--- src/rtl/mmd_cfg.svh ---
`ifndef MMD_CFG_SVH
`define MMD_CFG_SVH
// ----------------------------------------------------------------------
// program space
// ----------------------------------------------------------------------
`define MMD_CRAM_END      16'h1800
`define MMD_ROM_LO_PAGE   3'h0
`define MMD_ROM_HI_PAGE   3'h4
// ----------------------------------------------------------------------
// external data space
// ----------------------------------------------------------------------
`define MMD_WIN_PAGE      5'h1F
`define MMD_BUF_LO        16'hFA10
`define MMD_SETUP_LO      16'hFF28
`define MMD_CFG_LO        16'hFF30
`define MMD_MMR_LO        16'hFFB0
`define MMD_XBUF_BASE     16'hF800
`define MMD_RESET_MODE    1'h0
// ----------------------------------------------------------------------
// configuration block byte offsets
// ----------------------------------------------------------------------
`define MMD_OFS_CNF       3'h0
`define MMD_OFS_BBAX      3'h1
`define MMD_OFS_BSIZ      3'h2
`define MMD_OFS_DCNTX     3'h3
`define MMD_OFS_BBAY      3'h5
`define MMD_OFS_DCNTY     3'h7
`define MMD_CNF_ISO_BIT   6
// ----------------------------------------------------------------------
// internal data space
// ----------------------------------------------------------------------
`define MMD_SPECIAL_LO    8'h80
`endif

--- src/rtl/mmd_pkg.sv ---
package mmd_pkg;
  typedef enum logic [0:0] {MMD_BOOT = 1'b0, MMD_NORMAL = 1'b1} mmd_mode_t;
  typedef enum logic [1:0] {MMD_P_NONE = 2'b00, MMD_P_ROM = 2'b01,
                            MMD_P_CRAM = 2'b10} mmd_preg_t;
  typedef enum logic [2:0] {MMD_X_NONE = 3'b000, MMD_X_CODE = 3'b001,
                            MMD_X_BUF = 3'b010, MMD_X_CFG = 3'b011,
                            MMD_X_SETUP = 3'b100, MMD_X_MMR = 3'b101} mmd_xreg_t;
  typedef enum logic [1:0] {MMD_I_NONE = 2'b00, MMD_I_LOW = 2'b01,
                            MMD_I_SPECIAL = 2'b10} mmd_ireg_t;
  typedef struct packed {
    mmd_preg_t   region;
    logic [12:0] offset;
  } mmd_psel_t;
  typedef struct packed {
    logic        req;
    logic        we;
    logic [15:0] addr;
    logic [7:0]  wdata;
  } mmd_xreq_t;
  typedef struct packed {
    mmd_xreg_t   region;
    logic [12:0] offset;
    logic        wr_en;
  } mmd_xsel_t;
  typedef struct packed {
    logic       we;
    logic [2:0] ep;
    logic       y;
    logic [7:0] cnt;
  } mmd_cntwr_t;
  typedef struct packed {
    logic [15:0] start;
    logic [7:0]  len;
    logic [7:0]  count;
    logic        iso;
  } mmd_look_t;
endpackage

--- src/rtl/mmd_decoder.sv ---
`include "mmd_cfg.svh"
module mmd_decoder
(
  // clock and reset
  input  wire logic                 sys_clk,
  input  wire logic                 rst_n,
  // mode control
  input  wire logic                 code_ram_select_set,
  input  wire logic                 ext_mcu_mode,
  output mmd_pkg::mmd_mode_t        mode_r,
  // program space fetch
  input  wire logic                 pf_req,
  input  wire logic [15:0]          pf_addr,
  output mmd_pkg::mmd_psel_t        pf_sel_r,
  // external data space
  input  mmd_pkg::mmd_xreq_t        xd_req,
  output mmd_pkg::mmd_xsel_t        xd_sel_r,
  output logic                      xd_ack_r,
  output logic [7:0]                xd_rdata_r,
  // internal data space
  input  wire logic                 id_req,
  input  wire logic                 id_indirect,
  input  wire logic [7:0]           id_addr,
  output mmd_pkg::mmd_ireg_t        id_sel_r,
  output logic [6:0]                id_offset_r,
  // data count writers
  input  mmd_pkg::mmd_cntwr_t       usb_buffer_manager_wr,
  input  mmd_pkg::mmd_cntwr_t       dma_wr,
  // buffer lookup
  input  wire logic                 lk_req,
  input  wire logic                 lk_out,
  input  wire logic [2:0]           lk_ep,
  input  wire logic                 lk_y,
  output mmd_pkg::mmd_look_t        lk_r
);
  import mmd_pkg::*;

  // ----------------------------------------------------------------------
  // helpers
  // ----------------------------------------------------------------------
  // block index: OUT blocks sit in the upper half, endpoint 0 at the top
  function automatic logic [3:0] ep_blk(input logic is_out, input logic [2:0] ep);
    ep_blk = {is_out, ~ep};
  endfunction

  // byte index of the X or Y data count of a block
  function automatic logic [6:0] cnt_idx(input logic [3:0] blk, input logic y);
    cnt_idx = {blk, (y ? `MMD_OFS_DCNTY : `MMD_OFS_DCNTX)};
  endfunction

  // region decode of a full 16-bit data address
  function automatic mmd_xreg_t x_region(input logic [15:0] a, input mmd_mode_t m,
                                         input logic ext);
    if (a >= `MMD_MMR_LO)
      x_region = MMD_X_MMR;
    else if (a >= `MMD_CFG_LO)
      x_region = MMD_X_CFG;
    else if (a >= `MMD_SETUP_LO)
      x_region = ext ? MMD_X_NONE : MMD_X_SETUP;
    else if (a >= `MMD_BUF_LO)
      x_region = MMD_X_BUF;
    else if (!ext && m == MMD_BOOT && a < `MMD_CRAM_END)
      x_region = MMD_X_CODE;
    else
      x_region = MMD_X_NONE;
  endfunction

  // ----------------------------------------------------------------------
  // operating mode
  // ----------------------------------------------------------------------
  mmd_mode_t mode_nxt;

  // only a master reset returns to the boot loader mapping
  always_comb
  begin
    case (mode_r)
      MMD_BOOT:   mode_nxt = code_ram_select_set ? MMD_NORMAL : MMD_BOOT;
      MMD_NORMAL: mode_nxt = MMD_NORMAL;
      default:    mode_nxt = MMD_BOOT;
    endcase
  end

  always_ff @(posedge sys_clk or negedge rst_n)
  begin
    if (!rst_n)
      mode_r <= mmd_mode_t'(`MMD_RESET_MODE);
    else
      mode_r <= mode_nxt;
  end

  // ----------------------------------------------------------------------
  // program space decode
  // ----------------------------------------------------------------------
  mmd_psel_t pf_sel_nxt;

  // rom mirrored at both pages in boot mode, upper page only later; no rom at all with ext_mcu_mode
  always_comb
  begin
    pf_sel_nxt = '0;
    if (pf_req && !ext_mcu_mode)
    begin
      pf_sel_nxt.offset = pf_addr[12:0];
      if (pf_addr[15:13] == `MMD_ROM_HI_PAGE)
        pf_sel_nxt.region = MMD_P_ROM;
      else if (mode_r == MMD_BOOT && pf_addr[15:13] == `MMD_ROM_LO_PAGE)
        pf_sel_nxt.region = MMD_P_ROM;
      else if (mode_r == MMD_NORMAL && pf_addr < `MMD_CRAM_END)
        pf_sel_nxt.region = MMD_P_CRAM;
    end
  end

  always_ff @(posedge sys_clk or negedge rst_n)
  begin
    if (!rst_n)
      pf_sel_r <= '0;
    else
      pf_sel_r <= pf_sel_nxt;
  end

  // ----------------------------------------------------------------------
  // external data space decode
  // ----------------------------------------------------------------------
  logic [15:0] xd_eff;
  mmd_xsel_t   xd_sel_nxt;
  logic        xd_ack_nxt;
  logic [7:0]  xd_rdata_nxt;
  logic [7:0]  cfg_r [0:127];
  logic [7:0]  cfg_nxt [0:127];

  // external controller only drives A0-A10: window mirrors every 2K
  assign xd_eff = ext_mcu_mode ? {`MMD_WIN_PAGE, xd_req.addr[10:0]} : xd_req.addr;

  // every access is acknowledged, code ram writes in normal mode dropped
  always_comb
  begin
    xd_sel_nxt   = '0;
    xd_rdata_nxt = 8'h00;
    xd_ack_nxt   = xd_req.req;
    if (xd_req.req)
    begin
      xd_sel_nxt.region = x_region(xd_eff, mode_r, ext_mcu_mode);
      xd_sel_nxt.offset = (xd_sel_nxt.region == MMD_X_CODE) ? xd_eff[12:0]
                                                             : {2'b00, xd_eff[10:0]};
      xd_sel_nxt.wr_en  = xd_req.we && (xd_sel_nxt.region != MMD_X_NONE);
      if (xd_sel_nxt.region == MMD_X_CFG)
        xd_rdata_nxt = cfg_r[7'(xd_eff - `MMD_CFG_LO)];
    end
  end

  always_ff @(posedge sys_clk or negedge rst_n)
  begin
    if (!rst_n)
    begin
      xd_sel_r   <= '0;
      xd_ack_r   <= 1'b0;
      xd_rdata_r <= 8'h00;
    end
    else
    begin
      xd_sel_r   <= xd_sel_nxt;
      xd_ack_r   <= xd_ack_nxt;
      xd_rdata_r <= xd_rdata_nxt;
    end
  end

  // ----------------------------------------------------------------------
  // internal data space decode
  // ----------------------------------------------------------------------
  mmd_ireg_t  id_sel_nxt;
  logic [6:0] id_offset_nxt;

  // lower half any mode, upper half direct only
  always_comb
  begin
    id_sel_nxt    = MMD_I_NONE;
    id_offset_nxt = id_addr[6:0];
    if (id_req)
    begin
      if (id_addr < `MMD_SPECIAL_LO)
        id_sel_nxt = MMD_I_LOW;
      else if (!id_indirect)
        id_sel_nxt = MMD_I_SPECIAL;
    end
  end

  always_ff @(posedge sys_clk or negedge rst_n)
  begin
    if (!rst_n)
    begin
      id_sel_r    <= MMD_I_NONE;
      id_offset_r <= 7'h00;
    end
    else
    begin
      id_sel_r    <= id_sel_nxt;
      id_offset_r <= id_offset_nxt;
    end
  end

  // ----------------------------------------------------------------------
  // endpoint configuration blocks
  // ----------------------------------------------------------------------
  logic [6:0] mcu_idx;
  logic       mcu_cfg_we;
  logic [6:0] bufmgr_idx;
  logic [6:0] dma_idx;

  assign mcu_idx    = 7'(xd_eff - `MMD_CFG_LO);
  assign mcu_cfg_we = xd_req.req && xd_req.we
                      && x_region(xd_eff, mode_r, ext_mcu_mode) == MMD_X_CFG;
  assign bufmgr_idx = cnt_idx(ep_blk(1'b0, usb_buffer_manager_wr.ep),
                              usb_buffer_manager_wr.y);
  assign dma_idx    = cnt_idx(ep_blk(1'b1, dma_wr.ep), dma_wr.y);

  // per byte: controller wins over buffer manager, which wins over dma
  genvar gi;
  generate
    for (gi = 0; gi < 128; gi++)
    begin : g_cfg
      always_comb
      begin
        if (mcu_cfg_we && mcu_idx == 7'(gi))
          cfg_nxt[gi] = xd_req.wdata;
        else if (usb_buffer_manager_wr.we && bufmgr_idx == 7'(gi))
          cfg_nxt[gi] = usb_buffer_manager_wr.cnt;
        else if (dma_wr.we && dma_idx == 7'(gi))
          cfg_nxt[gi] = dma_wr.cnt;
        else
          cfg_nxt[gi] = cfg_r[gi];
      end
    end
  endgenerate

  // sixteen blocks of eight bytes in flip-flops
  always_ff @(posedge sys_clk or negedge rst_n)
  begin
    if (!rst_n)
    begin
      for (int i = 0; i < 128; i++)
        cfg_r[i] <= 8'h00;
    end
    else
    begin
      for (int i = 0; i < 128; i++)
        cfg_r[i] <= cfg_nxt[i];
    end
  end

  // ----------------------------------------------------------------------
  // buffer lookup
  // ----------------------------------------------------------------------
  logic [3:0] lk_blk;
  logic       lk_iso;
  logic [7:0] lk_base;
  mmd_look_t  lk_nxt;

  assign lk_blk  = ep_blk(lk_out, lk_ep);
  assign lk_iso  = cfg_r[{lk_blk, `MMD_OFS_CNF}][`MMD_CNF_ISO_BIT];
  // isochronous endpoints run one circular buffer from the X base
  assign lk_base = (lk_y && !lk_iso) ? cfg_r[{lk_blk, `MMD_OFS_BBAY}]
                                     : cfg_r[{lk_blk, `MMD_OFS_BBAX}];

  // start address in eight-byte steps above the family base
  always_comb
  begin
    lk_nxt = lk_r;
    if (lk_req)
    begin
      lk_nxt.start = `MMD_XBUF_BASE + {5'h00, lk_base, 3'b000};
      lk_nxt.len   = cfg_r[{lk_blk, `MMD_OFS_BSIZ}];
      lk_nxt.count = cfg_r[cnt_idx(lk_blk, lk_y && !lk_iso)];
      lk_nxt.iso   = lk_iso;
    end
  end

  always_ff @(posedge sys_clk or negedge rst_n)
  begin
    if (!rst_n)
      lk_r <= '0;
    else
      lk_r <= lk_nxt;
  end
endmodule // mmd_decoder

--- config.mk ---
export PLATFORM = sky130hd
export DESIGN_NAME = mmd_decoder
export DESIGN_NICKNAME = d
export VERILOG_FILES = /design/src/rtl/mmd_pkg.sv /design/src/rtl/mmd_decoder.sv
export VERILOG_INCLUDE_DIRS = /design/src /design/src/rtl
export SDC_FILE = /design/constraint.sdc
export NUM_CORES = 2
export LEC_CHECK = 0
export ABC_CLOCK_PERIOD_IN_PS = 4520
export BUFFER_PORTS_ARGS = -buffer_cell sky130_fd_sc_hd__buf_4
export CAP_MARGIN = 5
export CORE_MARGIN = 1.5
export CORE_UTILIZATION = 60
export CTS_BUF_LIST = sky130_fd_sc_hd__clkbuf_8
export CTS_CLUSTER_SIZE = 16
export DETAILED_ROUTE_END_ITERATION = 12
export GPL_TIMING_DRIVEN = 0
export PLACE_DENSITY = 0.78
export REMOVE_ABC_BUFFERS = 1
export SETUP_SLACK_MARGIN = 0.5
export SLEW_MARGIN = 0
export SYNTH_ARGS = -nofsm -noshare
export SYNTH_HDL_FRONTEND = slang
export SYNTH_SLANG_ARGS = --single-unit
export TNS_END_PERCENT = 20
--- constraint.sdc ---
create_clock -name sys_clk -period 4.52 [get_ports sys_clk]
set_input_delay 0.678 -clock sys_clk [delete_from_list [all_inputs] [get_ports sys_clk]]
set_output_delay 0.678 -clock sys_clk [all_outputs]
set_load 0.02 [all_outputs]
# Yosys cells after proc, flatten, opt, wreduce, memory -nomap -nowiden
# Index checks and enable logic that the tools add are counted.
[classes] n_mul=0 bitwise=10 n_shift=0 div_mod_pow=0 magnitude_cmp=13 add_sub_neg=2 eq_ne=257 n_reduce_logical=402 n_mux=300
[ops] op="8-bit 2-to-1 mux" count=270
[ops] op="7-bit equality test (second input constant)" count=64
[ops] op="6-bit equality test (second input constant)" count=64
[ops] op="8-bit binary-select mux with 7-bit select" count=6
[ops] op="1-bit logical AND" count=266
[ops] op="2-bit nonzero test" count=127
[ops] op="7-bit by 6-bit equality test with 1-bit output (second input constant)" count=32
[ops] op="6-bit by 5-bit equality test with 1-bit output (second input constant)" count=32
[ops] op="7-bit by 5-bit equality test with 1-bit output (second input constant)" count=16
[ops] op="6-bit by 4-bit equality test with 1-bit output (second input constant)" count=16
[ops] op="16-bit greater-or-equal comparator (second input constant)" count=4
[ops] op="7-bit by 4-bit equality test with 1-bit output (second input constant)" count=8
[ops] op="6-bit by 3-bit equality test with 1-bit output (second input constant)" count=8
[ops] op="8-bit greater-or-equal comparator (second input constant)" count=6
[ops] op="7-bit inverter with 8-bit output" count=6
[ops] op="16-bit by 13-bit < comparator with 1-bit output (second input constant)" count=2
[ops] op="7-bit by 3-bit equality test with 1-bit output (second input constant)" count=4
[ops] op="6-bit by 2-bit equality test with 1-bit output (second input constant)" count=4
[ops] op="3-bit 2-to-1 mux" count=8
[ops] op="7-bit logical NOT" count=3
[ops] op="17-bit 2-to-1 mux" count=1
[ops] op="16-bit 2-to-1 mux" count=1
[ops] op="15-bit 2-to-1 mux" count=1
[ops] op="7-bit by 2-bit equality test with 1-bit output (second input constant)" count=2
[ops] op="19 further kinds" count=33
[word_totals] ramBits=0 wordCells=1126 latchBits=0 rom_bits=0 regBits=1108 memories=0 in_bits=89 output_inout_bits=84

# Logic depth before layout (Yosys ltp)
[depth] ltp_word=12 depth_mapped=12 ltp_nobuf=8

# Worst setup path before layout
# Ideal clock, no wire load.
[synth_timing] kind="input to register" start="in xd_req[12] in the netlist's numbering" end="reg xd_rdata_r[0]" setup_time_ns=0.125 path_stages=9 path_slack_ns=1.210 t_arrival_ns=3.185 t_required_ns=4.395 path_buffers=4 cell_sequence="clkbuf_1 -> clkbuf_1 -> inv_1 -> ha_1 -> buf_1 -> clkbuf_1 -> mux4_2 -> mux2i_1 -> nor2_1"
[synth_via] elab_chain_cells=12 word_cells_on_any_way=21 cone_classes="add/sub (1); order compare (5); eq/ne (1); mux (12); bitwise (1); reduce/logical (1)"
[synth_rtl] item="start, declared" line="mmd_decoder.sv:16" rtl="input mmd_pkg::mmd_xreq_t xd_req,"
[synth_rtl] item="16-bit 2-to-1 mux *" line="mmd_decoder.sv:131" rtl="assign xd_eff = ext_mcu_mode ? {`MMD_WIN_PAGE, xd_req.addr[10:0]} : xd_req.addr;"
[synth_rtl] item="16-bit by 13-bit < comparator with 1-bit output (no line)"
[synth_rtl] item="1-bit logical AND (no line)"
[synth_rtl] item="1-bit 2-to-1 mux" line="mmd_decoder.sv:62" rtl="else if (!ext && m == MMD_BOOT && a < `MMD_CRAM_END)"
[synth_rtl] item="2-bit 2-to-1 mux" line="mmd_decoder.sv:60" rtl="else if (a >= `MMD_BUF_LO)"
[synth_rtl] item="3-bit 2-to-1 mux" line="mmd_decoder.sv:58" rtl="else if (a >= `MMD_SETUP_LO)"
[synth_rtl] item="3-bit 2-to-1 mux" line="mmd_decoder.sv:56" rtl="else if (a >= `MMD_CFG_LO)"
[synth_rtl] item="3-bit 2-to-1 mux" line="mmd_decoder.sv:54" rtl="if (a >= `MMD_MMR_LO)"
[synth_rtl] item="3-bit 2-to-1 mux" line="mmd_decoder.sv:139" rtl="if (xd_req.req)"
[synth_rtl] item="3-bit by 2-bit equality test with 1-bit output" line="mmd_decoder.sv:145" rtl="if (xd_sel_nxt.region == MMD_X_CFG)"
[synth_rtl] item="8-bit 2-to-1 mux *" line="mmd_decoder.sv:145"
[synth_rtl] item="8-bit 2-to-1 mux *" line="mmd_decoder.sv:139"
[synth_rtl] item="net xd_rdata_nxt[0]" line="mmd_decoder.sv:126" rtl="logic [7:0] xd_rdata_nxt;"
[synth_rtl] item="end signal, assigned" line="mmd_decoder.sv:162" rtl="xd_rdata_r <= xd_rdata_nxt;"
[synth_rtl] item="end, declared" line="mmd_decoder.sv:19" rtl="output logic [7:0] xd_rdata_r,"
# The timed path passes the listed nets; every way through them passes the cells marked *. The select of a mux whose other input is x is not followed.
# A chain may end at the register's enable or synchronous reset.

# Worst setup path after layout
[layout_timing] start="in xd_req[10] in the netlist's numbering" end="reg cfg_r[540] in the netlist's numbering"
[layout_via] elab_chain_cells=12 word_cells_on_any_way=19 cone_classes="add/sub (1); order compare (5); eq/ne (2); mux (7); reduce/logical (4)"
[layout_rtl] item="16-bit 2-to-1 mux *" line="mmd_decoder.sv:131"
[layout_rtl] item="16-bit by 13-bit < comparator with 1-bit output (no line)"
[layout_rtl] item="1-bit logical AND (no line)"
[layout_rtl] item="1-bit 2-to-1 mux" line="mmd_decoder.sv:62"
[layout_rtl] item="2-bit 2-to-1 mux" line="mmd_decoder.sv:60"
[layout_rtl] item="3-bit 2-to-1 mux" line="mmd_decoder.sv:58"
[layout_rtl] item="3-bit 2-to-1 mux" line="mmd_decoder.sv:56"
[layout_rtl] item="3-bit 2-to-1 mux" line="mmd_decoder.sv:54"
[layout_rtl] item="3-bit by 2-bit equality test with 1-bit output" line="mmd_decoder.sv:210" rtl="&& x_region(xd_eff, mode_r, ext_mcu_mode) == MMD_X_CFG;"
[layout_rtl] item="1-bit logical AND" line="mmd_decoder.sv:210"
[layout_rtl] item="1-bit logical AND *" line="mmd_decoder.sv:222" rtl="if (mcu_cfg_we && mcu_idx == 7'(gi))"
[layout_rtl] item="8-bit 2-to-1 mux / 2-bit nonzero test (equally long branches)"
[layout_rtl] item="end signal, assigned by index" line="mmd_decoder.sv:245" rtl="cfg_r[i] <= cfg_nxt[i];"
[layout_rtl] item="end, declared" line="mmd_decoder.sv:127" rtl="logic [7:0] cfg_r [0:127];"
# Mark *: on every way between the ends. The rest lies on a longest branch, timed or not.

==> metrics <==
outcome=finished with violations; failing checks=max-capacitance violations, max-slew violations, negative setup slack; drt first pass iters=9; final hold vios=0; Worst setup EP type=register; share of flip-flops with an asynchronous set or reset=100%; synth-to-layout area growth=11.5%; total number of yosys warnings=0; row count=~110; CTS Buf Count=180; # Max-Cap Violations=1; final net count=about 4300; worst-case vdd ir drop=0.333 mV; Slew Limit Fails=74; clock sink count=1101; min-delay src=xd_req[18]; Post-synth top flop=dfrtp_1; Die H=311 µm; vias in the first global route=slightly below 40000; routed vias/inst=around 7.1; full die area=about 0.097 mm²; max frequency=between 200 and 250 MHz; Initial Utilization=~60%; CP Launch Point=xd_req[10]; minimum clock period=approximately 4600 ps; leakage power=a little under 30 nW; Synth Instances=about 4100; CP Data Required Time=approximately 5300 ps; Tightest Pin Transition=1550 ps; routed length per instance=34.8 µm; final estimated routing congestion in global placement=roughly 1.0; initial antenna violation count=25; Worst R2R Path Depth=8; Ports=roughly 170; CTS max path bufs=3; period utilization=101%; worst-path maximum fanout=75; hold depth=2; largest net degree at the start of global routing=approximately 180; first-pass GRT wire length=~280 mm; RSZ-0062 raised after global routing=yes; Mean Syn Cell Area=13.8 µm²; Synth cell types=56; Seq cells post-synth=~1100; CP startpoint kind=primary input; R2R setup slack=~230 ps; non-filler instance count after layout=5602; Power, Total=~23 mW; CTS tree=yes; Inst Count DP=5230; Die Wd=311 µm; Total Wirelength=195 mm; GRT overflow=0; ANT nets after route=0; Post-Syn Area=around 0.057 mm²; max_slew headroom=-3.49%; CTS Root Cell=clkbuf_8; share of layout cells above drive strength 1=roughly two fifths; Power Density=about 370 mW/mm²; hold slack=about 24 ps; DRC=0; Iteration-0 DRC Markers=about 5500; Hold Crit Class=primary input to register; critical path class=primary input to register; overall routing resource usage=~40%; Skew-Pair Late Insertion Delay=between 900 and 1000 ps; slack of the critical path=-50.8 ps; Worst-path clk slew=60 ps; core area=between 0.09 and 0.1 mm²; HPWL Detailed=130 mm; vias=~40000; WP data arrival=~5400 ps; clock skew=roughly 44 ps; EDFF count, synth=0; R2R Path Start=cfg_r[510]; input/output buffers=between 150 and 200; Hold Path End=xd_sel_r[11]; # H-tree levels=4; register area share after synthesis=between 40% and 50%; R2R Path End=lk_r[1]; Setup Viol. Count Final=12
[cell families after synthesis]
family | share of synthesized area (%)
AOI/OAI and AO/OA | 3.71
buffers and inverters | 2.55
DFF | 48.3
adders and majority gates | 0.131
other | 0.00657
muxes | 40.2
and+or+nand+nor | 5.13
[layout by cell type, fill, tap and decap left out, types with 6 or more instances in the layout]
master | Yosys | routed
o21ai_0 | 11 | 11
o22ai_1 | 9 | 9
a21oi_1 | 292 | 292
nand3_1 | 47 | 47
ha_1 | 6 | 6
a211oi_2 | 2 | 7
buf_6 | 8 | 10
a311oi_1 | 13 | 13
a211oi_1 | 12 | 6
nor3_1 | 8 | 6
inv_1 | 5 | 58
dlygate4sd3_1 | 0 | 32
nand2_1 | 129 | 129
and2_1 | 33 | 33
mux4_2 | 475 | 475
nor2_2 | 0 | 8
buf_16 | 0 | 27
mux2_2 | 802 | 802
a211o_1 | 7 | 7
dfrtp_1 | 1101 | 1101
nor2b_1 | 12 | 10
nand2b_1 | 18 | 18
buf_4 | 9 | 169
a31oi_1 | 13 | 13
mux2i_1 | 313 | 313
clkinv_2 | 0 | 14
mux2_1 | 7 | 7
diode_2 | 0 | 10
a21boi_0 | 7 | 7
nor2_1 | 398 | 390
or3_1 | 6 | 6
clkbuf_8 | 0 | 236
[routing by layer]
metal	wire [µm]	GRT usage [%]	vias up
met5	68	0	-
met2	83900	56.6	2934
met3	27100	14.8	667
met4	15000	26.9	10
li1	-	-	15700
met1	68900	53.2	20600
[how the worst max path moves through the flow]
stage	endpoint	slack, ps	cells past startpoint
floorplan	lk_r[7]	-250	7
CTS	cfg_r[523]	380	5
global route	cfg_r[540]	200	5
detailed placement	lk_r[1]	-1220	9
global placement	cfg_r[463]	-10570	1
finish	cfg_r[540]	-50	5
[synth_stat cells, types with 3 or more instances]
| cell | n | area (µm²) |
|---|---|---|
| a211o_1 | 7 | 61.3 |
| a211oi_1 | 12 | 90.1 |
| a21boi_0 | 7 | 52.6 |
| a21oi_1 | 292 | 1460 |
| a311oi_1 | 13 | 114 |
| a31oi_1 | 13 | 81.3 |
| and2_1 | 33 | 206 |
| and3_1 | 3 | 18.8 |
| buf_1 | 67 | 251 |
| buf_2 | 9 | 45.0 |
| buf_4 | 9 | 67.6 |
| buf_6 | 8 | 90.1 |
| clkbuf_1 | 257 | 965 |
| dfrtp_1 | 1101 | 27600 |
| ha_1 | 6 | 75.1 |
| inv_1 | 5 | 18.8 |
| mux2_1 | 7 | 78.8 |
| mux2_2 | 802 | 9030 |
| mux2i_1 | 313 | 3130 |
| mux4_2 | 475 | 10700 |
| nand2_1 | 129 | 484 |
| nand2b_1 | 18 | 113 |
| nand3_1 | 47 | 235 |
| nand3b_1 | 4 | 30.0 |
| nand4b_1 | 3 | 26.3 |
| nor2_1 | 398 | 1490 |
| nor2b_1 | 12 | 75.1 |
| nor3_1 | 8 | 40.0 |
| nor4_1 | 5 | 31.3 |
| o21a_1 | 3 | 22.5 |
| o21ai_0 | 11 | 55.1 |
| o22ai_1 | 9 | 56.3 |
| or3_1 | 6 | 37.5 |
[flip-flops by register name, summed over array words and instances, names as in the netlist]
register and flops:
cfg_r 1024, lk_r 26, xd_sel_r 17, pf_sel_r 15, xd_rdata_r 8, id_offset_r 7, id_sel_r 2, mode_r 1
xd_ack_r 1
[through the flow]
| stage | TNS [ps] | util, % | instance area (µm²) | worst slack, ps |
|---|---|---|---|---|
| global route | 0 | 67.9 | 63600 | 201 |
| finish | -250 | 67.9 | 63700 | -50.8 |
| CTS | 0 | 67.7 | 63500 | 379 |
| global placement | - | 62.4 | 58500 | -10570 |
| detailed placement | -79370 | 63.3 | 59300 | -1220 |
| floorplan | -668 | - | 55700 | -253 |
[worst max-delay path, stage by stage]
cell and delay (ps):
buf_4 930, and2_1 940, nand2_1 820, nor2_1 1320, mux2_2 440
[final cells by class]
type,count,area [µm²]
Antenna cell,10,25.0
Clock buffer,236,3250
Clock inverter,81,493
Fill cell,6490,30100
Inverter,5,18.8
Multi-Input combinational cell,2669,28200
Sequential cell,1101,27600
Tap cell,1254,1570
Timing Repair Buffer,246,2580
[power by group]
part / internal, mW / total, mW / switching, mW
clock network: 4.94 / 9.14 / 4.20
logic: 1.29 / 3.07 / 1.78
registers: 10.5 / 11.1 / 0.655
[timing repair]
| item | CTS | global route |
|---|---|---|
| endpoints found under the hold margin | 185 | 0 |
| gates resized for setup | 11 | 1 |
| pin swaps | 1 | 0 |
| cloned | 0 | 0 |
| hold buffers | 32 | 0 |
| endpoints found under the setup margin | 64 | 95 |
| setup buffers | 6 | 0 |
No activity file was read; power rests on OpenSTA's default activity.
